### config.mk
export PLATFORM = sky130hd
export DESIGN_NAME = gpcb_bank
export DESIGN_NICKNAME = d
export VERILOG_FILES = /design/src/include/gpcb_pkg.sv /design/src/hw/gpcb_bank.sv /design/src/hw/gpcb_edge_irq.sv
export SDC_FILE = /design/constraint.sdc
export NUM_CORES = 1
export LEC_CHECK = 0
export ABC_AREA = 1
export BUFFER_PORTS_ARGS = -buffer_cell sky130_fd_sc_hd__buf_2
export CAP_MARGIN = 20
export CORE_MARGIN = 2
export CORE_UTILIZATION = 58
export DETAILED_ROUTE_END_ITERATION = 16
export PLACE_DENSITY = 0.87
export SLEW_MARGIN = 30
export SYNTH_ARGS = -nofsm -noshare
export SYNTH_HDL_FRONTEND = slang
export SYNTH_SLANG_ARGS = --single-unit
### constraint.sdc
create_clock -name clk -period 3.6 [get_ports clk]
set_clock_uncertainty 0.2 [all_clocks]
set_input_delay 0 -clock clk [delete_from_list [all_inputs] [get_ports clk]]
set_output_delay 0 -clock clk [all_outputs]
set_load 0.05 [all_outputs]
### src/include/gpcb_pkg.sv
// Package for the GPIO pin configuration bank: offsets, fields, resets and carriers
package gpcb_pkg;

    // ------------------------------------------------------------
    // Register offsets (byte address on the plain register port)
    // ------------------------------------------------------------
    localparam logic [7:0] OFF_PIN1_5     = 8'h28;
    localparam logic [7:0] OFF_PIN1_6     = 8'h29;
    localparam logic [7:0] OFF_PIN1_7     = 8'h2A;
    localparam logic [7:0] OFF_PIN2_0     = 8'h2B;
    localparam logic [7:0] OFF_PIN2_1     = 8'h2C;
    localparam logic [7:0] OFF_PIN2_2     = 8'h2D;
    localparam logic [7:0] OFF_RSVD       = 8'h2E;
    localparam logic [7:0] OFF_PIN2_4     = 8'h2F;
    localparam logic [7:0] OFF_PIN2_5     = 8'h30;
    localparam logic [7:0] OFF_IRQ_STATUS = 8'h40;
    localparam logic [7:0] OFF_IRQ_MASK   = 8'h41;

    // ------------------------------------------------------------
    // Field positions and values
    // ------------------------------------------------------------
    localparam int          NUM_PINS      = 8;
    localparam int          BIT_DIR       = 0;
    localparam int          BIT_POL       = 1;
    localparam int          BIT_ALT       = 2;
    localparam int          BIT_ALT_HI    = 3;
    localparam int          BIT_ODRAIN    = 7;
    localparam logic [7:0]  CFG_RESET     = 8'h01;
    // Writable bits: single-select pins, two-bit-select pins, no-alternate pin
    localparam logic [7:0]  WMASK_ALT1    = 8'h87;
    localparam logic [7:0]  WMASK_ALT2    = 8'h8F;
    localparam logic [7:0]  WMASK_NOALT   = 8'h83;
    localparam logic [1:0]  SEL_GPIO      = 2'h0;
    localparam logic [1:0]  SEL_KBC       = 2'h1;
    localparam logic [1:0]  SEL_EDGE_IRQ  = 2'h2;
    localparam logic [1:0]  SEL_FLOPPY    = 2'h3;
    localparam int          NUM_IRQ       = 2;

    // Pin index within the bank
    localparam int P15 = 0;
    localparam int P1_6 = 1;
    localparam int P1_7 = 2;
    localparam int P20 = 3;
    localparam int P21 = 4;
    localparam int P22 = 5;
    localparam int P24 = 6;
    localparam int P25 = 7;

    // ------------------------------------------------------------
    // Carriers
    // ------------------------------------------------------------
    typedef struct packed {
        logic [7:0] addr;
        logic [7:0] wdata;
        logic       wr;
        logic       rd;
    } gpcb_req_s;

    typedef struct packed {
        logic [NUM_PINS-1:0] out;
        logic [NUM_PINS-1:0] oe;
    } gpcb_pad_s;

    // Alternate-function side: values toward and from on-chip peripherals
    typedef struct packed {
        logic stickAYAxis;
        logic stickBXAxis;
        logic stickBYAxis;
        logic kbcPortBit7;
        logic kbcPortBit6;
        logic kbcPortBit2;
        logic musicSerialIn;
    } gpcb_alt_in_s;

    typedef struct packed {
        logic kbcPortBit7;
        logic kbcPortBit6;
        logic kbcPortBit2;
        logic driveSelectOneN;
        logic motorOnOneN;
    } gpcb_alt_out_s;

endpackage : gpcb_pkg

### src/hw/gpcb_bank.sv
// GPIO pin configuration bank for pins 1.5 to 2.5 with pad steering and edge interrupts
//
// Notes on behaviour
// Config bit 0 sets direction: one is input, zero is output.
// Config bit 1 inverts the pin's logical sense when set.
// Config bit 7 selects open-drain when set, push-pull when clear.
// Pins 1.5, 1.6, 1.7 bit 2 route to joystick axis inputs.
// Pin 2.0 bit 2 connects to keyboard controller port bit 7.
// Pin 2.1 bits 3:2: floppy select, edge interrupt 0, kbc bit 6, GPIO.
// Pin 2.2 bits 3:2: motor select, edge interrupt 1, kbc bit 2, GPIO.
// Edge interrupt mode fires on both rising and falling pin edges.
// Pin 2.4 has no alternate function; only direction, polarity, type.
// Pin 2.5 bit 2 routes the pin to the music serial input.
// Offset 2E is reserved, read-only, and always reads zero.
// Every pin configuration register resets to 0x01.
// Reserved bits ignore writes and read back zero.
`timescale 1ns/10ps
`default_nettype none
module gpcb_bank
    import gpcb_pkg::*;
(
    // Clock and standby-power reset
    input  wire logic          clk,
    input  wire logic          arst_n,
    // Register port
    input  wire gpcb_req_s     req,
    output var  logic [7:0]    rdata,
    // Pads
    input  wire logic [NUM_PINS-1:0] padIn,
    output var  gpcb_pad_s     pad,
    // GPIO data side
    input  wire logic [NUM_PINS-1:0] gpioOut,
    output var  logic [NUM_PINS-1:0] gpioIn,
    // Alternate-function side
    input  wire gpcb_alt_out_s altOut,
    output var  gpcb_alt_in_s  altIn,
    // Interrupt
    output var  logic          irq
);

    // ------------------------------------------------------------
    // Decoding
    // ------------------------------------------------------------
    function automatic int pinIndex(input logic [7:0] a);
        unique case (a)
            OFF_PIN1_5: pinIndex = P15;
            OFF_PIN1_6: pinIndex = P1_6;
            OFF_PIN1_7: pinIndex = P1_7;
            OFF_PIN2_0: pinIndex = P20;
            OFF_PIN2_1: pinIndex = P21;
            OFF_PIN2_2: pinIndex = P22;
            OFF_PIN2_4: pinIndex = P24;
            OFF_PIN2_5: pinIndex = P25;
            default:    pinIndex = -1;
        endcase
    endfunction : pinIndex

    function automatic logic [7:0] writeMask(input int idx);
        if (idx == P21 || idx == P22) begin
            writeMask = WMASK_ALT2;
        end else if (idx == P24) begin
            writeMask = WMASK_NOALT;
        end else begin
            writeMask = WMASK_ALT1;
        end
    endfunction : writeMask

    // ------------------------------------------------------------
    // Configuration registers
    // ------------------------------------------------------------
    logic [7:0] cfg      [NUM_PINS];
    logic [7:0] next_cfg [NUM_PINS];
    int         wrIdx;

    always_comb begin
        wrIdx = pinIndex(req.addr);
        for (int i = 0; i < NUM_PINS; i++) begin
            next_cfg[i] = cfg[i];
            if (req.wr && wrIdx == i) begin
                // Reserved bits are dropped on write  R13
                next_cfg[i] = req.wdata & writeMask(i);
            end
        end
    end

    always_ff @(posedge clk or negedge arst_n) begin
        if (!arst_n) begin
            for (int i = 0; i < NUM_PINS; i++) begin
                cfg[i] <= CFG_RESET;
            end
        end else begin
            for (int i = 0; i < NUM_PINS; i++) begin
                cfg[i] <= next_cfg[i];
            end
        end
    end

    // ------------------------------------------------------------
    // Pad input synchroniser
    // ------------------------------------------------------------
    logic [NUM_PINS-1:0] padMeta;
    logic [NUM_PINS-1:0] padSync;

    always_ff @(posedge clk or negedge arst_n) begin
        if (!arst_n) begin
            padMeta <= '0;
            padSync <= '0;
        end else begin
            padMeta <= padIn;
            padSync <= padMeta;
        end
    end

    // ------------------------------------------------------------
    // Pin function steering
    // ------------------------------------------------------------
    logic [NUM_PINS-1:0] isInput;
    logic [NUM_PINS-1:0] invert;
    logic [NUM_PINS-1:0] openDrain;
    logic [NUM_PINS-1:0] altSel;
    logic [NUM_PINS-1:0] logicIn;
    logic [1:0]          sel21;
    logic [1:0]          sel22;

    genvar g;
    generate
        for (g = 0; g < NUM_PINS; g++) begin : gPin
            assign isInput[g]   = cfg[g][BIT_DIR];
            assign invert[g]    = cfg[g][BIT_POL];
            assign openDrain[g] = cfg[g][BIT_ODRAIN];
            assign altSel[g]    = cfg[g][BIT_ALT];
            assign logicIn[g]   = padSync[g] ^ invert[g];
        end
    endgenerate

    assign sel21 = cfg[P21][BIT_ALT_HI:BIT_ALT];
    assign sel22 = cfg[P22][BIT_ALT_HI:BIT_ALT];

    // Logical output value per pin, before polarity and driver type
    logic [NUM_PINS-1:0] srcOut;

    always_comb begin
        srcOut = gpioOut;
        if (altSel[P20]) begin
            srcOut[P20] = altOut.kbcPortBit7;
        end
        unique case (sel21)
            SEL_GPIO:     srcOut[P21] = gpioOut[P21];
            SEL_KBC:      srcOut[P21] = altOut.kbcPortBit6;
            SEL_EDGE_IRQ: srcOut[P21] = gpioOut[P21];
            SEL_FLOPPY:   srcOut[P21] = altOut.driveSelectOneN;
        endcase
        unique case (sel22)
            SEL_GPIO:     srcOut[P22] = gpioOut[P22];
            SEL_KBC:      srcOut[P22] = altOut.kbcPortBit2;
            SEL_EDGE_IRQ: srcOut[P22] = gpioOut[P22];
            SEL_FLOPPY:   srcOut[P22] = altOut.motorOnOneN;
        endcase
    end

    gpcb_pad_s           next_pad;
    logic [NUM_PINS-1:0] next_gpioIn;
    gpcb_alt_in_s        next_altIn;

    always_comb begin
        for (int i = 0; i < NUM_PINS; i++) begin
            // Open drain only ever pulls low; a high releases the pad  R3
            next_pad.out[i] = openDrain[i] ? 1'b0 : (srcOut[i] ^ invert[i]);
            next_pad.oe[i]  = !isInput[i] &&
                              (!openDrain[i] || !(srcOut[i] ^ invert[i]));
        end
        // GPIO data readback sees the pad regardless of function
        next_gpioIn = logicIn;
        // Peripherals see an idle high when their pin is not selected
        next_altIn.stickAYAxis   = altSel[P15] ? logicIn[P15] : 1'b1;
        next_altIn.stickBXAxis   = altSel[P1_6] ? logicIn[P1_6] : 1'b1;
        next_altIn.stickBYAxis   = altSel[P1_7] ? logicIn[P1_7] : 1'b1;
        next_altIn.kbcPortBit7   = altSel[P20] ? logicIn[P20] : 1'b1;
        next_altIn.kbcPortBit6   = (sel21 == SEL_KBC) ? logicIn[P21] : 1'b1;
        next_altIn.kbcPortBit2   = (sel22 == SEL_KBC) ? logicIn[P22] : 1'b1;
        next_altIn.musicSerialIn = altSel[P25] ? logicIn[P25] : 1'b1;
    end

    always_ff @(posedge clk or negedge arst_n) begin
        if (!arst_n) begin
            pad    <= '0;
            gpioIn <= '0;
            altIn  <= '1;
        end else begin
            pad    <= next_pad;
            gpioIn <= next_gpioIn;
            altIn  <= next_altIn;
        end
    end

    // ------------------------------------------------------------
    // Either-edge interrupt inputs
    // ------------------------------------------------------------
    logic [NUM_IRQ-1:0] edgeHit;

    gpcb_edge_irq uEdge0 (
        .clk       (clk),
        .arst_n    (arst_n),
        .level     (logicIn[P21]),
        .enable    (sel21 == SEL_EDGE_IRQ),
        .edgePulse (edgeHit[0])
    );

    gpcb_edge_irq uEdge1 (
        .clk       (clk),
        .arst_n    (arst_n),
        .level     (logicIn[P22]),
        .enable    (sel22 == SEL_EDGE_IRQ),
        .edgePulse (edgeHit[1])
    );

    // ------------------------------------------------------------
    // Interrupt status and mask
    // ------------------------------------------------------------
    logic [NUM_IRQ-1:0] irqStatus;
    logic [NUM_IRQ-1:0] irqMask;
    logic [NUM_IRQ-1:0] next_irqStatus;
    logic [NUM_IRQ-1:0] next_irqMask;
    logic               next_irq;

    always_comb begin
        next_irqStatus = irqStatus;
        next_irqMask   = irqMask;
        if (req.wr && req.addr == OFF_IRQ_STATUS) begin
            next_irqStatus = irqStatus & ~req.wdata[NUM_IRQ-1:0];
        end
        if (req.wr && req.addr == OFF_IRQ_MASK) begin
            next_irqMask = req.wdata[NUM_IRQ-1:0];
        end
        // A new edge wins over a clear in the same cycle  R8
        next_irqStatus = next_irqStatus | edgeHit;
        next_irq       = |(next_irqStatus & next_irqMask);
    end

    always_ff @(posedge clk or negedge arst_n) begin
        if (!arst_n) begin
            irqStatus <= '0;
            irqMask   <= '0;
            irq       <= 1'b0;
        end else begin
            irqStatus <= next_irqStatus;
            irqMask   <= next_irqMask;
            irq       <= next_irq;
        end
    end

    // ------------------------------------------------------------
    // Read data, one cycle after the strobe
    // ------------------------------------------------------------
    logic [7:0] next_rdata;
    int         rdIdx;

    always_comb begin
        rdIdx      = pinIndex(req.addr);
        next_rdata = 8'h00;
        if (req.rd) begin
            if (rdIdx >= 0) begin
                next_rdata = cfg[rdIdx[2:0]];
            end else if (req.addr == OFF_IRQ_STATUS) begin
                next_rdata = {{(8-NUM_IRQ){1'b0}}, irqStatus};
            end else if (req.addr == OFF_IRQ_MASK) begin
                next_rdata = {{(8-NUM_IRQ){1'b0}}, irqMask};
            end else begin
                // Offset 2E and unmapped addresses read zero  R11
                next_rdata = 8'h00;
            end
        end
    end

    always_ff @(posedge clk or negedge arst_n) begin
        if (!arst_n) begin
            rdata <= 8'h00;
        end else begin
            rdata <= next_rdata;
        end
    end

endmodule : gpcb_bank
`default_nettype wire

### src/hw/gpcb_edge_irq.sv
// Either-edge detector on a synchronised pin level, one per interrupt input
`timescale 1ns/10ps
`default_nettype none
module gpcb_edge_irq
    import gpcb_pkg::*;
(
    // Clock and reset
    input  wire logic clk,
    input  wire logic arst_n,
    // Level and enable
    input  wire logic level,
    input  wire logic enable,
    // Event
    output var  logic edgePulse
);

    logic prevLevel;
    logic next_prevLevel;
    logic next_edgePulse;

    always_comb begin
        next_prevLevel = level;
        // Any change counts, rising or falling  R8
        next_edgePulse = enable & (level ^ prevLevel);
    end

    always_ff @(posedge clk or negedge arst_n) begin
        if (!arst_n) begin
            prevLevel <= 1'b0;
            edgePulse <= 1'b0;
        end else begin
            prevLevel <= next_prevLevel;
            edgePulse <= next_edgePulse;
        end
    end

endmodule : gpcb_edge_irq
`default_nettype wire

==> key figures <==
Outcome
  • Status: finished clean

Timing
  • Max Clock Freq: ~350 MHz
  • Slew margin rel.: 0.4813
  • Setup TNS: 0 ps
  • Slew Viols, Final: 0
  • Worst-Margin Slew: 778.1 ps
  • Fin crit share: 0.7911
  • Fin. Hold Viols: 0
  • Period minus WS final: around 2800 ps
  • Setup violators final: 0
  • Unrepaired setup endpoints after global routing: no

Clock network
  • Setup bufs post-CTS: 0
  • CTS buffer count: 9
  • Clock insertion delay at the later pin of the skew report: between 300 and 400 ps
  • H-tree Lvls: 3
  • Number of cells upsized or downsized after cts: 0
  • Register clock-pin slew on the reported worst setup and hold paths: 90 ps
  • Clock Root Buffer: clkbuf_8
  • Sink Count: 92
  • Hold-fix buffers, CTS: 39
  • Clk buf depth: 2
  • CTS tree: yes

Global route
  • Most Used Layer, Global Route: met2
  • Met1 Use GR: 0.3466
  • First-pass GRT wire length: between 15 and 20 mm
  • GRT overflow: 0
  • Routing usage on met2: 0.4294
  • Initial antenna violation count: 0
  • GR met3 Demand/Resource: 0.04667
  • Pin count of the biggest net entering global routing: 93
  • Vias in the first global route: about 3400
  • GRT Total Usage: 0.2687

Placement
  • Dpl hpwl: between 5 and 6 mm
  • RePlAce Congestion: 0.9653
  • IO buf count: 74

Setup path
  • Worst Path Required: approximately 3700 ps
  • CP max stage cell: dlygate4sd3_1
  • CP endpoint kind: flop
  • CP Launch Type: input port
  • Crit path DAT: 2950 ps
  • Critical path fanouts, max: 10
  • CP peak stage delay: 600 ps
  • Worst-path cell chain: dlygate4sd3_1, buf_2, inv_2, nand2_1, nor2_2, nand2_1, nor2_1, nand2_1, dlygate4sd3_1, o21ai_0, dlygate4sd3_1
  • Critical path class: in -> reg
  • CP bufs+invs: 5
  • CP delay by family, top: buffers and inverters

Power and ir drop
  • Net Sw Frac: 0.2809
  • Combinational group share of total power: 0.158
  • Pwr Density: 438.7 nW/um^2
  • Internal Pwr Total: approximately 1600 uW
  • Seq pwr share: 0.518
  • Clock share of power: 0.324
  • LEAKAGE: 0.002378 uW
  • Psw: 610.1 uW
  • Worst vdd ir: 0.3854 mV
  • Total Power: between 2000 and 2500 uW

Floorplanning
  • Die Span Y: 86.38 microns
  • Top Ports: 81
  • Starting density of the core: 0.5891
  • Num rows: 30
  • Die extent in x: 86.38 microns
  • Die area: 7462 sq um
  • Area of the core: 6681 sq um

Synthesis
  • Dominant cell type by area after synthesis: dfrtp_1
  • Adder-cell share of the synthesized area: 0
  • Syn Area/Cell: 8.865 sq um
  • Synth Area in Compound Gates: 0.07692
  • Synth top area share: 0.4895
  • Mux contribution to synthesized area: 0.002543
  • XOR/XNOR Fraction of Synth Area: 0.02448
  • Simple-gate share of the synthesized area: 0.2282
  • Syn Inst Count: 444
  • Yosys Warn Count: 0
  • Post-synthesis cell area: ~3900 sq um
  • Synth area leaders: dfrtp_1 49%, nand2_1 11%, dfstp_2 10%
  • Seq cells post-synth: 92
  • Yosys cell types: 29
  • Seq/Total Area, Yosys: 0.5896
  • Largest family of logic cells by synthesized area: simple AND/OR/NAND/NOR gates

Route
  • Vias per cell: 5.296
  • First drt pass iteration count: 5
  • Final WL: 9.290 mm
  • Via Count: 3416
  • Drt first-iter violations: 329
  • Drt wl/cell: 14.40 microns
  • DR DRC count: 0
  • Final ANT Viol Nets: 0

Finish
  • End-of-flow core utilization: 0.7410
  • ANT cells: 0
  • Share of cells above drive strength 1: 0.2177
  • Final-stage net count: 601
  • Layout area overhead: 25.78%

Flow run
  • Max-Cap Viols: 0

Worst hold path
  • Hold Crit Class: in -> reg
## routing by layer
metal  routed length (microns)  share of wire
met1                      3826           0.41
met2                      4480           0.48
met3                       573          0.062
met4                       409          0.044
met5                         0              0
## through the flow
stage / cells / cell area, sq um / hold WS [ps] / setup WS [ps]
floorplan: 446 / 3944 / -495.6 / 2177
global placement: 590 / 4353 / -92.75 / 1456
detailed placement: 590 / 4357 / -90.69 / 1375
CTS: 645 / 4951 / 1.142 / 886.9
global route: 645 / 4951 / 74.40 / 548.6
finish: 645 / 4951 / 15.47 / 752.0
## flip-flops by register name, indices dropped and copies added, names as in the netlist
register          flops
irqStatus             2
irq                   1
altIn                 7
cfg                  26
padSync               8
uEdge0.edgePulse      1
rdata                 5
gpioIn                8
altSel                7
pad                  16
padMeta               8
uEdge1.edgePulse      1
irqMask               2
## cell type report
cell class / instances / area (sq um)
timing repair buffer: 113 / 767.0
sequential: 92 / 2321
fill: 462 / 1730
clock buffer: 13 / 158.9
tap: 80 / 100.1
inverter: 64 / 240.2
clock inverter: 3 / 45.04
multi-input combinational: 280 / 1319
## power groups by stage
stage | Clock (uW) | Combinational (uW) | Sequential, uW
6_report | 704 | 343 | 1120
5_1_grt | 761 | 374 | 1130
4_1_cts | 713 | 338 | 1120
3_5_place_dp | 0 | 303 | 1140
3_3_place_gp | 0 | 297 | 1140
2_1_floorplan | 0 | 121 | 1230
## logic make-up (layout without fill, tap and decap cells)
logic type	after synthesis	after routing
flip-flops	92	92
AO/OA/AOI/OAI	57	57
other	1	3
XOR/XNOR	11	11
multiplexers	1	1
AND/OR/NAND/NOR	208	208
buffers and inverters	74	193
## placed cells by master (no fill, tap or decap), types with 5 or more instances in the layout
cell	synthesis	layout
buf_2	3	73
clkbuf_8	0	11
dfrtp_1	77	77
dfstp_2	15	15
dlygate4sd3_1	0	39
inv_1	61	61
nand2_1	118	118
nand3_1	29	29
nand4_1	5	5
nor2_1	37	37
o21ai_0	34	34
o21ai_1	13	13
or2_2	5	5
xnor2_1	7	7
## worst reg2reg max path, cell delays in order (launching register included)
cell and delay, ps:
dfrtp_1 420, inv_1 110, nand2_1 80, nand3_1 80
dlygate4sd3_1 580, xor2_1 170, o21ai_0 190, inv_1 70
## synth_stat cells
master,count
a21oi_1,4
buf_4,6
a22oi_1,2
conb_1,1
xnor2_1,7
o21ai_0,34
nand3b_1,3
nand3_2,2
xor2_1,4
dfrtp_1,77
nand2_4,1
or2_2,5
nand2_1,118
inv_1,61
a22o_1,1
clkbuf_1,1
nor2_4,1
nand4_1,5
mux2i_1,1
a211oi_1,2
dfstp_2,15
a21oi_2,1
o21ai_1,13
nor2_2,3
nand3_1,29
buf_2,3
inv_2,3
nor2_1,37
nand2_2,4
## final timing paths
kind                                  from           end  slack, ps  depth (start not counted)
max in group asynchronous           arst_n     altSel[4]       2610                          2
min in group asynchronous           arst_n    padSync[2]         40                          2
worst min-delay path               req[11]  irqStatus[0]         20                          7
worst max-delay path               req[16]     altSel[5]        750                         11
worst min register to register  padMeta[0]    padSync[0]        150                          0
worst max register to register   altSel[5]        pad[5]       1600                          7
Power figures use the tool's default switching activity.
